$ cat src/inc/pmsc_pkg.sv
package pmsc_pkg;
  // ------------------------------------------------------------
  // register map
  // ------------------------------------------------------------
  localparam logic [7:0] PMSC_PMS_OFS = 8'h1d;
  localparam int PMSC_VPTR_HI = 15;
  localparam int PMSC_VPTR_LO = 7;
  localparam int PMSC_ROMDIS_BIT = 6;
  localparam int PMSC_RAM_OVL_BIT = 5;
  localparam int PMSC_ADDR_VIS_BIT = 4;
  localparam int PMSC_ROM_DATA_BIT = 3;
  localparam int PMSC_CLK_OFF_BIT = 2;
  localparam int PMSC_MUL_SAT_BIT = 1;
  localparam int PMSC_ST_SAT_BIT = 0;
  localparam logic [8:0] PMSC_VPTR_RST = 9'h1ff;
  localparam logic PMSC_FLAG_RST = 1'h0;
  localparam logic [15:0] PMSC_VEC_RST_ADDR = 16'hff80;
  localparam logic [6:0] PMSC_PAGE_OFS = 7'h00;

  // ------------------------------------------------------------
  // address ranges
  // ------------------------------------------------------------
  localparam logic [15:0] PMSC_RAM_LO = 16'h0080;
  localparam logic [15:0] PMSC_RAM_HI = 16'h9fff;
  localparam logic [15:0] PMSC_PROM_LO = 16'ha000;
  localparam logic [15:0] PMSC_PROM_HI = 16'hffff;
  localparam logic [15:0] PMSC_ROM_DATA_LO = 16'hc000;
  localparam logic [15:0] PMSC_ROM_DATA_HI = 16'hfeff;

  // ------------------------------------------------------------
  // clock output and saturation
  // ------------------------------------------------------------
  localparam logic [3:0] PMSC_CLK_PIN_HALF = 4'h1;
  localparam logic [31:0] PMSC_SAT_POS = 32'h7fffffff;
  localparam logic [31:0] PMSC_SAT_NEG = 32'h80000000;
endpackage

$ cat src/inc/pmsc_sat_if.sv
`timescale 1ns/10ps
interface pmsc_sat_if;
  logic mul_sat;
  logic st_sat;
  logic ovf_mode;
  logic frac_mode;
  logic prod_valid;
  logic signed [32:0] prod_in;
  logic [31:0] prod_out;
  logic store_valid;
  logic signed [39:0] acc_in;
  logic signed [4:0] shift;
  logic [31:0] store_out;

  modport core (
    output mul_sat, st_sat, ovf_mode, frac_mode, prod_valid, prod_in,
    output store_valid, acc_in, shift,
    input prod_out, store_out
  );
  modport sat (
    input mul_sat, st_sat, ovf_mode, frac_mode, prod_valid, prod_in,
    input store_valid, acc_in, shift,
    output prod_out, store_out
  );
endinterface

$ cat src/logic/pmsc_sat.sv
`timescale 1ns/10ps
module pmsc_sat (
  input wire logic core_clk, // core clock
  input wire logic rst_n, // synchronous reset, active low
  pmsc_sat_if.sat sif // saturation requests and results
);
  typedef struct packed {
    logic [31:0] prod;
    logic [31:0] store;
  } pmsc_sat_s;

  pmsc_sat_s st_reg;
  pmsc_sat_s st_next;
  logic signed [55:0] prod_ext;
  logic signed [55:0] acc_ext;
  logic signed [55:0] shifted;
  logic [4:0] mag;

  function automatic logic [31:0] pmsc_clamp32(input logic signed [55:0] v);
    if (v > 56'sd2147483647) begin
      return pmsc_pkg::PMSC_SAT_POS;
    end
    if (v < -56'sd2147483648) begin
      return pmsc_pkg::PMSC_SAT_NEG;
    end
    return v[31:0];
  endfunction

  // ------------------------------------------------------------
  // product and store paths
  // ------------------------------------------------------------
  always_comb begin
    st_next = st_reg;
    prod_ext = {{23{sif.prod_in[32]}}, sif.prod_in};
    acc_ext = {{16{sif.acc_in[39]}}, sif.acc_in};
    mag = sif.shift[4] ? 5'(-sif.shift) : sif.shift;
    // shift first, saturate after
    shifted = sif.shift[4] ? (acc_ext >>> mag) : (acc_ext <<< mag);
    if (sif.prod_valid) begin
      if (sif.mul_sat && sif.ovf_mode && sif.frac_mode) begin
        st_next.prod = pmsc_clamp32(prod_ext);
      end else begin
        st_next.prod = prod_ext[31:0];
      end
    end
    if (sif.store_valid) begin
      if (sif.st_sat) begin
        st_next.store = pmsc_clamp32(shifted);
      end else begin
        st_next.store = shifted[31:0];
      end
    end
    if (!rst_n) begin
      st_next = '0;
    end
  end

  always_ff @(posedge core_clk) begin
    st_reg <= st_next;
  end

  assign sif.prod_out = st_reg.prod;
  assign sif.store_out = st_reg.store;
endmodule

$ cat src/logic/pmsc_clock_output_pin.sv
`timescale 1ns/10ps
module pmsc_clock_output_pin (
  input wire logic core_clk, // core clock
  input wire logic rst_n, // synchronous reset, active low
  input wire logic clock_output_off, // hold the pin high
  output logic clock_output_pin // divided clock out
);
  typedef struct packed {
    logic [3:0] cnt;
    logic pin;
  } pmsc_clk_s;

  pmsc_clk_s st_reg;
  pmsc_clk_s st_next;
  logic tick;

  // ------------------------------------------------------------
  // divider enable and pin
  // ------------------------------------------------------------
  assign tick = (st_reg.cnt == pmsc_pkg::PMSC_CLK_PIN_HALF);

  always_comb begin
    st_next = st_reg;
    st_next.cnt = tick ? 4'h0 : 4'(st_reg.cnt + 4'h1);
    if (clock_output_off) begin
      st_next.pin = 1'b1;
    end else if (tick) begin
      st_next.pin = !st_reg.pin;
    end
    if (!rst_n) begin
      st_next = '0;
    end
  end

  always_ff @(posedge core_clk) begin
    st_reg <= st_next;
  end

  assign clock_output_pin = st_reg.pin;
endmodule

$ cat src/logic/pmsc_top.sv
`timescale 1ns/10ps
module pmsc_top (
  input wire logic core_clk, // core clock, 200 MHz
  input wire logic rst_n, // synchronous hardware reset, active low
  input wire logic [7:0] reg_addr, // register address
  input wire logic [15:0] reg_wdata, // register write data
  input wire logic reg_wr, // write strobe
  input wire logic reg_rd, // read strobe
  output logic [15:0] reg_rdata, // read data, cycle after strobe
  input wire logic soft_reset_instr, // software reset instruction
  input wire logic rom_disable_mode_pin, // mode strap
  input wire logic [15:0] prog_addr, // internal program address
  input wire logic prog_fetch, // program address valid
  input wire logic [15:0] data_addr, // internal data address
  input wire logic data_access, // data address valid
  input wire logic [15:0] ext_addr, // external bus address
  input wire logic ext_access, // external bus cycle
  output logic [15:0] addr_pins, // external address pins
  output logic [15:0] vector_page_base, // vector table base
  output logic rom_disable_mode, // program rom removed
  output logic prog_rom_sel, // program fetch hits rom
  output logic prog_ram_sel, // program fetch hits ram
  output logic data_rom_sel, // data access hits rom
  output logic data_ram_sel, // data access hits ram
  output logic clock_output_pin, // clock output pin
  input wire logic overflow_mode, // overflow mode
  input wire logic fractional_mode, // fractional mode
  input wire logic prod_valid, // product of a mac or mas
  input wire logic signed [32:0] prod_in, // raw product
  output logic [31:0] prod_out, // product to accumulate
  input wire logic store_valid, // accumulator store
  input wire logic signed [39:0] acc_in, // accumulator value
  input wire logic signed [4:0] store_shift, // output shift
  output logic [31:0] store_out // data to memory
);
  typedef struct packed {
    logic [8:0] vec_ptr;
    logic rom_dis;
    logic ram_ovl;
    logic addr_vis;
    logic rom_in_data;
    logic clk_off;
    logic mul_sat;
    logic st_sat;
    logic [15:0] rdata;
    logic [15:0] pins;
    logic prog_rom;
    logic prog_ram;
    logic data_rom;
    logic data_ram;
  } pmsc_state_s;

  pmsc_state_s st_reg;
  pmsc_state_s st_next;
  logic hit;

  pmsc_sat_if sif ();

  // ------------------------------------------------------------
  // helpers
  // ------------------------------------------------------------
  function automatic logic pmsc_in_range(
    input logic [15:0] a,
    input logic [15:0] lo,
    input logic [15:0] hi
  );
    return (a >= lo) && (a <= hi);
  endfunction

  function automatic logic [15:0] pmsc_word(input pmsc_state_s s);
    return {s.vec_ptr, s.rom_dis, s.ram_ovl, s.addr_vis, s.rom_in_data,
            s.clk_off, s.mul_sat, s.st_sat};
  endfunction

  assign hit = (reg_addr == pmsc_pkg::PMSC_PMS_OFS);

  // ------------------------------------------------------------
  // register, decode and pin state
  // ------------------------------------------------------------
  always_comb begin
    st_next = st_reg;
    st_next.rdata = 16'h0000;
    // software reset restores the low flags only
    if (soft_reset_instr) begin
      st_next.ram_ovl = pmsc_pkg::PMSC_FLAG_RST;
      st_next.addr_vis = pmsc_pkg::PMSC_FLAG_RST;
      st_next.rom_in_data = pmsc_pkg::PMSC_FLAG_RST;
      st_next.clk_off = pmsc_pkg::PMSC_FLAG_RST;
      st_next.mul_sat = pmsc_pkg::PMSC_FLAG_RST;
      st_next.st_sat = pmsc_pkg::PMSC_FLAG_RST;
    end
    if (reg_wr && hit) begin
      st_next.vec_ptr =
        reg_wdata[pmsc_pkg::PMSC_VPTR_HI:pmsc_pkg::PMSC_VPTR_LO];
      st_next.rom_dis = reg_wdata[pmsc_pkg::PMSC_ROMDIS_BIT];
      st_next.ram_ovl = reg_wdata[pmsc_pkg::PMSC_RAM_OVL_BIT];
      st_next.addr_vis = reg_wdata[pmsc_pkg::PMSC_ADDR_VIS_BIT];
      st_next.rom_in_data = reg_wdata[pmsc_pkg::PMSC_ROM_DATA_BIT];
      st_next.clk_off = reg_wdata[pmsc_pkg::PMSC_CLK_OFF_BIT];
      st_next.mul_sat = reg_wdata[pmsc_pkg::PMSC_MUL_SAT_BIT];
      st_next.st_sat = reg_wdata[pmsc_pkg::PMSC_ST_SAT_BIT];
    end
    if (reg_rd && hit) begin
      st_next.rdata = pmsc_word(st_reg);
    end
    // external cycles always own the pins
    if (ext_access) begin
      st_next.pins = ext_addr;
    end else if (st_reg.addr_vis && prog_fetch) begin
      st_next.pins = prog_addr;
    end
    // ram wins over rom where both could answer
    st_next.prog_ram = prog_fetch && st_reg.ram_ovl &&
      pmsc_in_range(prog_addr, pmsc_pkg::PMSC_RAM_LO,
                    pmsc_pkg::PMSC_RAM_HI);
    st_next.prog_rom = prog_fetch && !st_reg.rom_dis &&
      !st_next.prog_ram &&
      pmsc_in_range(prog_addr, pmsc_pkg::PMSC_PROM_LO,
                    pmsc_pkg::PMSC_PROM_HI);
    st_next.data_ram = data_access &&
      pmsc_in_range(data_addr, pmsc_pkg::PMSC_RAM_LO,
                    pmsc_pkg::PMSC_RAM_HI);
    st_next.data_rom = data_access && st_reg.rom_in_data &&
      pmsc_in_range(data_addr, pmsc_pkg::PMSC_ROM_DATA_LO,
                    pmsc_pkg::PMSC_ROM_DATA_HI);
    if (!rst_n) begin
      st_next = '0;
      st_next.vec_ptr = pmsc_pkg::PMSC_VPTR_RST;
      st_next.rom_dis = rom_disable_mode_pin;
    end
  end

  always_ff @(posedge core_clk) begin
    st_reg <= st_next;
  end

  // ------------------------------------------------------------
  // outputs
  // ------------------------------------------------------------
  assign reg_rdata = st_reg.rdata;
  assign addr_pins = st_reg.pins;
  assign vector_page_base = {st_reg.vec_ptr, pmsc_pkg::PMSC_PAGE_OFS};
  assign rom_disable_mode = st_reg.rom_dis;
  assign prog_rom_sel = st_reg.prog_rom;
  assign prog_ram_sel = st_reg.prog_ram;
  assign data_rom_sel = st_reg.data_rom;
  assign data_ram_sel = st_reg.data_ram;

  // ------------------------------------------------------------
  // sub-blocks
  // ------------------------------------------------------------
  assign sif.mul_sat = st_reg.mul_sat;
  assign sif.st_sat = st_reg.st_sat;
  assign sif.ovf_mode = overflow_mode;
  assign sif.frac_mode = fractional_mode;
  assign sif.prod_valid = prod_valid;
  assign sif.prod_in = prod_in;
  assign sif.store_valid = store_valid;
  assign sif.acc_in = acc_in;
  assign sif.shift = store_shift;
  assign prod_out = sif.prod_out;
  assign store_out = sif.store_out;

  pmsc_sat u_sat (
    .core_clk(core_clk),
    .rst_n(rst_n),
    .sif(sif.sat)
  );

  pmsc_clock_output_pin u_clock_output_pin (
    .core_clk(core_clk),
    .rst_n(rst_n),
    .clock_output_off(st_reg.clk_off),
    .clock_output_pin(clock_output_pin)
  );
endmodule

$ cat config.mk
export PLATFORM = sky130hd
export DESIGN_NAME = pmsc_top
export DESIGN_NICKNAME = d
export VERILOG_FILES = /design/src/inc/pmsc_pkg.sv /design/src/inc/pmsc_sat_if.sv /design/src/logic/pmsc_sat.sv /design/src/logic/pmsc_clock_output_pin.sv /design/src/logic/pmsc_top.sv
export SDC_FILE = /design/constraint.sdc
export NUM_CORES = 1
export LEC_CHECK = 0
export ABC_CLOCK_PERIOD_IN_PS = 14200
export BUFFER_PORTS_ARGS = -buffer_cell sky130_fd_sc_hd__buf_4
export CAP_MARGIN = 20
export CORE_ASPECT_RATIO = 1.2
export CORE_MARGIN = 8
export CORE_UTILIZATION = 38
export DETAILED_ROUTE_END_ITERATION = 10
export PLACE_DENSITY = 0.72
export SLEW_MARGIN = 20
export SYNTH_ARGS = -nofsm -noshare
export SYNTH_HDL_FRONTEND = slang
export SYNTH_HIERARCHICAL = 1
export SYNTH_SLANG_ARGS = --single-unit
$ cat constraint.sdc
create_clock -name core_clk -period 14.2 [get_ports core_clk]
set_clock_uncertainty 0.15 [all_clocks]
set_input_delay 1.42 -clock core_clk [delete_from_list [all_inputs] [get_ports core_clk]]
set_output_delay 1.42 -clock core_clk [all_outputs]
set_load 0.005 [all_outputs]
==> run summary <==
Via Count: 9,982
Peak supply drop: 0.0607 mV
Iteration-0 DRC Markers: 948
Setup TNS Final: 0 ns
Post-CTS setup repair buffer count: 0
Element type at the critical path start: input port
Htree depth: 4
Routed len/inst: 21.1 um
Total GRT Usage: 20.9%
Area growth, synth to finish: 21.9%
Worst min path class: reg2reg
Unrepaired setup endpoints after global routing: no
Slew @ Worst Pin: 0.917 ns
Global-route wire length before repair: 55,800 um
Synth Area per Inst: 8.49 um^2
Final nets: 1,516
CP Class: in2reg
Site Rows: 65
Clk_lat worst skew: 0.41 ns
Most used DFF post-synth: dfxtp_1
CTS buffer count: 17
FF-to-FF setup slack: 12.22 ns
Finish-stage setup viols: 0
Clk root buf: clkbuf_16
Number of fill cells: 2,576
DR DRC count: 0
Diodes inserted: 0
Synth cell types: 76
Number of synthesized flops with an enable pin: 1
Worst endpoint required time: 14.32 ns
Die area: 0.0324 mm^2
Initial antenna violation count: 0
Commonest cells post-synth: mux2i_1 (141), dfxtp_1 (120), nand2_1 (112)
Cells after Synth: 1,203
Relative slew margins: 38.8%
Largest net degree at the start of global routing: 84
Reg clk slew, reported paths: 0.06 ns
Yosys reg bits: 121
TritonCTS clock tree: done
Detailed placement HPWL: 27,000 um
RR Endpoint: u_sat/sif.prod_out[5]
Depth of the worst register-to-register path: 5
Worst Hold Launch: rom_disable_mode
Core ar.: 0.0264 mm^2
Maxcap violations: 0
Cell Pwr Density: 101 mW/mm^2
Hold EP: prog_rom_sel
Layout cells sized above 1: 30.7%
Port-buffer cells: 266
Vias per Instance: 5.88
Vias in the first global route: 9,743
Pre-antenna DRT Iters: 5
Fmax achieved: 0.162 GHz
CTS sink cnt: 121
CTS resizes: 0
Hold-fix buffers, CTS: 0
Ys async rst share: 0%
Die height: 196 um
WHS Path Cells: 1
Worst setup EP type: register
Register area share after synthesis: 23.8%
Antenna-violating nets left: 0
Synth Cell Area: 0.0102 mm^2
Critical Path Source: store_shift[0]
Final worst path period need: 6.17 ns
CTS Buffer Depth: 2
Total grt overflow: 0
Final Util: 47.2%
Gpl congestion: 0.942
WP data arrival: 6.30 ns
Die extent in x: 166 um
Reg2Reg Launch Point: sif.mul_sat
Initial Util: 38.8%
Static Leak: 5.45 nW
Slew Limit Fails: 0
Worst-path fanout max: 63
Routed wire length: 35,700 um
Outcome: complete, no violations
Area contributors post-synth: dfxtp_1 (24%), mux2i_1 (14%), mux4_2 (7.3%)
Synth warn: 6
I/O pin count: 281
Final Hold Fails: 0
Synth area leader: dfxtp_1
Final period utilization: 43.5%
Most numerous cell in the Yosys netlist: mux2i_1
Synth top area share: 23.5%
per-layer routing:
metal / GRT usage [%] / wire length [um]
met5: 0 / 0
met4: 8.92 / 1220
met3: 5.16 / 2740
met2: 34.5 / 17000
met1: 25.6 / 14800
layout make-up:
class | count | area [um^2] | share of cell area [%]
clock buffers | 23 | 478 | 3.84
clock inverters | 8 | 143 | 1.15
inverters | 9 | 33.8 | 0.271
multi-input cells | 924 | 6850 | 55.0
flip-flops and latches | 121 | 2430 | 19.5
well taps | 335 | 419 | 3.37
repair buffers | 277 | 2090 | 16.8
power breakdown:
group | internal, mW | switching (mW) | total, mW
combinational | 0.188 | 0.239 | 0.428
sequential | 0.364 | 0.0133 | 0.378
clock | 0.306 | 0.151 | 0.457
total | 0.859 | 0.404 | 1.26
per-stage QoR:
step	hold WS [ns]	instance area, um^2	total power, mW	setup slack, ns	std cells
finish	0.321	12400	1.26	8.03	1697
global route	0.351	12400	1.32	7.87	1697
CTS	0.328	12400	1.27	8.18	1697
detailed placement	0.317	11800	0.804	7.75	1666
global placement	0.300	11800	0.802	7.75	1664
floorplan	0.283	10200	0.654	8.77	1209
logic make-up after synthesis:
group,Yosys count,share of synthesized area (%)
fa+ha+maj,3,0.368
simple gates,357,17.0
compound gates,346,23.7
mux,206,24.8
flops,121,23.8
other cells,1,0.0367
buf+inv,164,9.52
xor+xnor,5,0.686
worst max-delay path by stage:
| stage | end | slack, ns | cells past startpoint |
|---|---|---|---|
| 6_report | u_sat/sif.store_out[3] | 8.03 | 15 |
| 3_3_place_gp | u_sat/sif.store_out[8] | 7.75 | 15 |
| 2_1_floorplan | u_sat/sif.store_out[0] | 8.77 | 16 |
| 3_5_place_dp | u_sat/sif.store_out[16] | 7.75 | 15 |
| 5_1_grt | u_sat/sif.store_out[23] | 7.87 | 15 |
| 4_1_cts | u_sat/sif.store_out[23] | 8.18 | 15 |
critical path, cell delays in order:
cell	delay [ns]
buf_4	0.21
inv_2	0.07
buf_4	0.45
ha_1	0.57
nand2b_4	0.29
xnor2_4	0.12
buf_4	0.61
mux2i_1	0.66
o22ai_1	0.22
a211o_1	0.36
nor4_1	0.39
o2111ai_1	0.16
nand2_1	0.10
buf_4	0.42
o22ai_2	0.16
layout by cell type, fill, tap and decap left out, types with 4 or more instances in the layout:
cell type / netlist / layout
nand3_1: 14 / 14
a311oi_1: 4 / 4
and2_1: 19 / 19
a21oi_1: 71 / 71
a311o_1: 5 / 5
nor2b_1: 20 / 20
a211o_1: 27 / 27
or2_2: 6 / 6
mux2_2: 29 / 29
o211ai_1: 21 / 21
nand4_1: 6 / 6
a211oi_1: 26 / 26
inv_1: 5 / 5
nor3_1: 41 / 41
mux4_2: 33 / 33
buf_4: 57 / 275
mux2i_1: 141 / 141
conb_1: 1 / 7
nand2_1: 112 / 112
o22ai_1: 12 / 12
nor4_1: 6 / 6
dfxtp_1: 120 / 120
o311ai_0: 5 / 5
clkbuf_16: 0 / 17
nand2b_1: 18 / 18
bufinv_16: 0 / 4
a31oi_1: 7 / 7
nor2_1: 74 / 74
and3_1: 22 / 22
or3_1: 7 / 7
o22ai_2: 30 / 30
o21ai_0: 98 / 98
(Power assumes the default switching activity.)
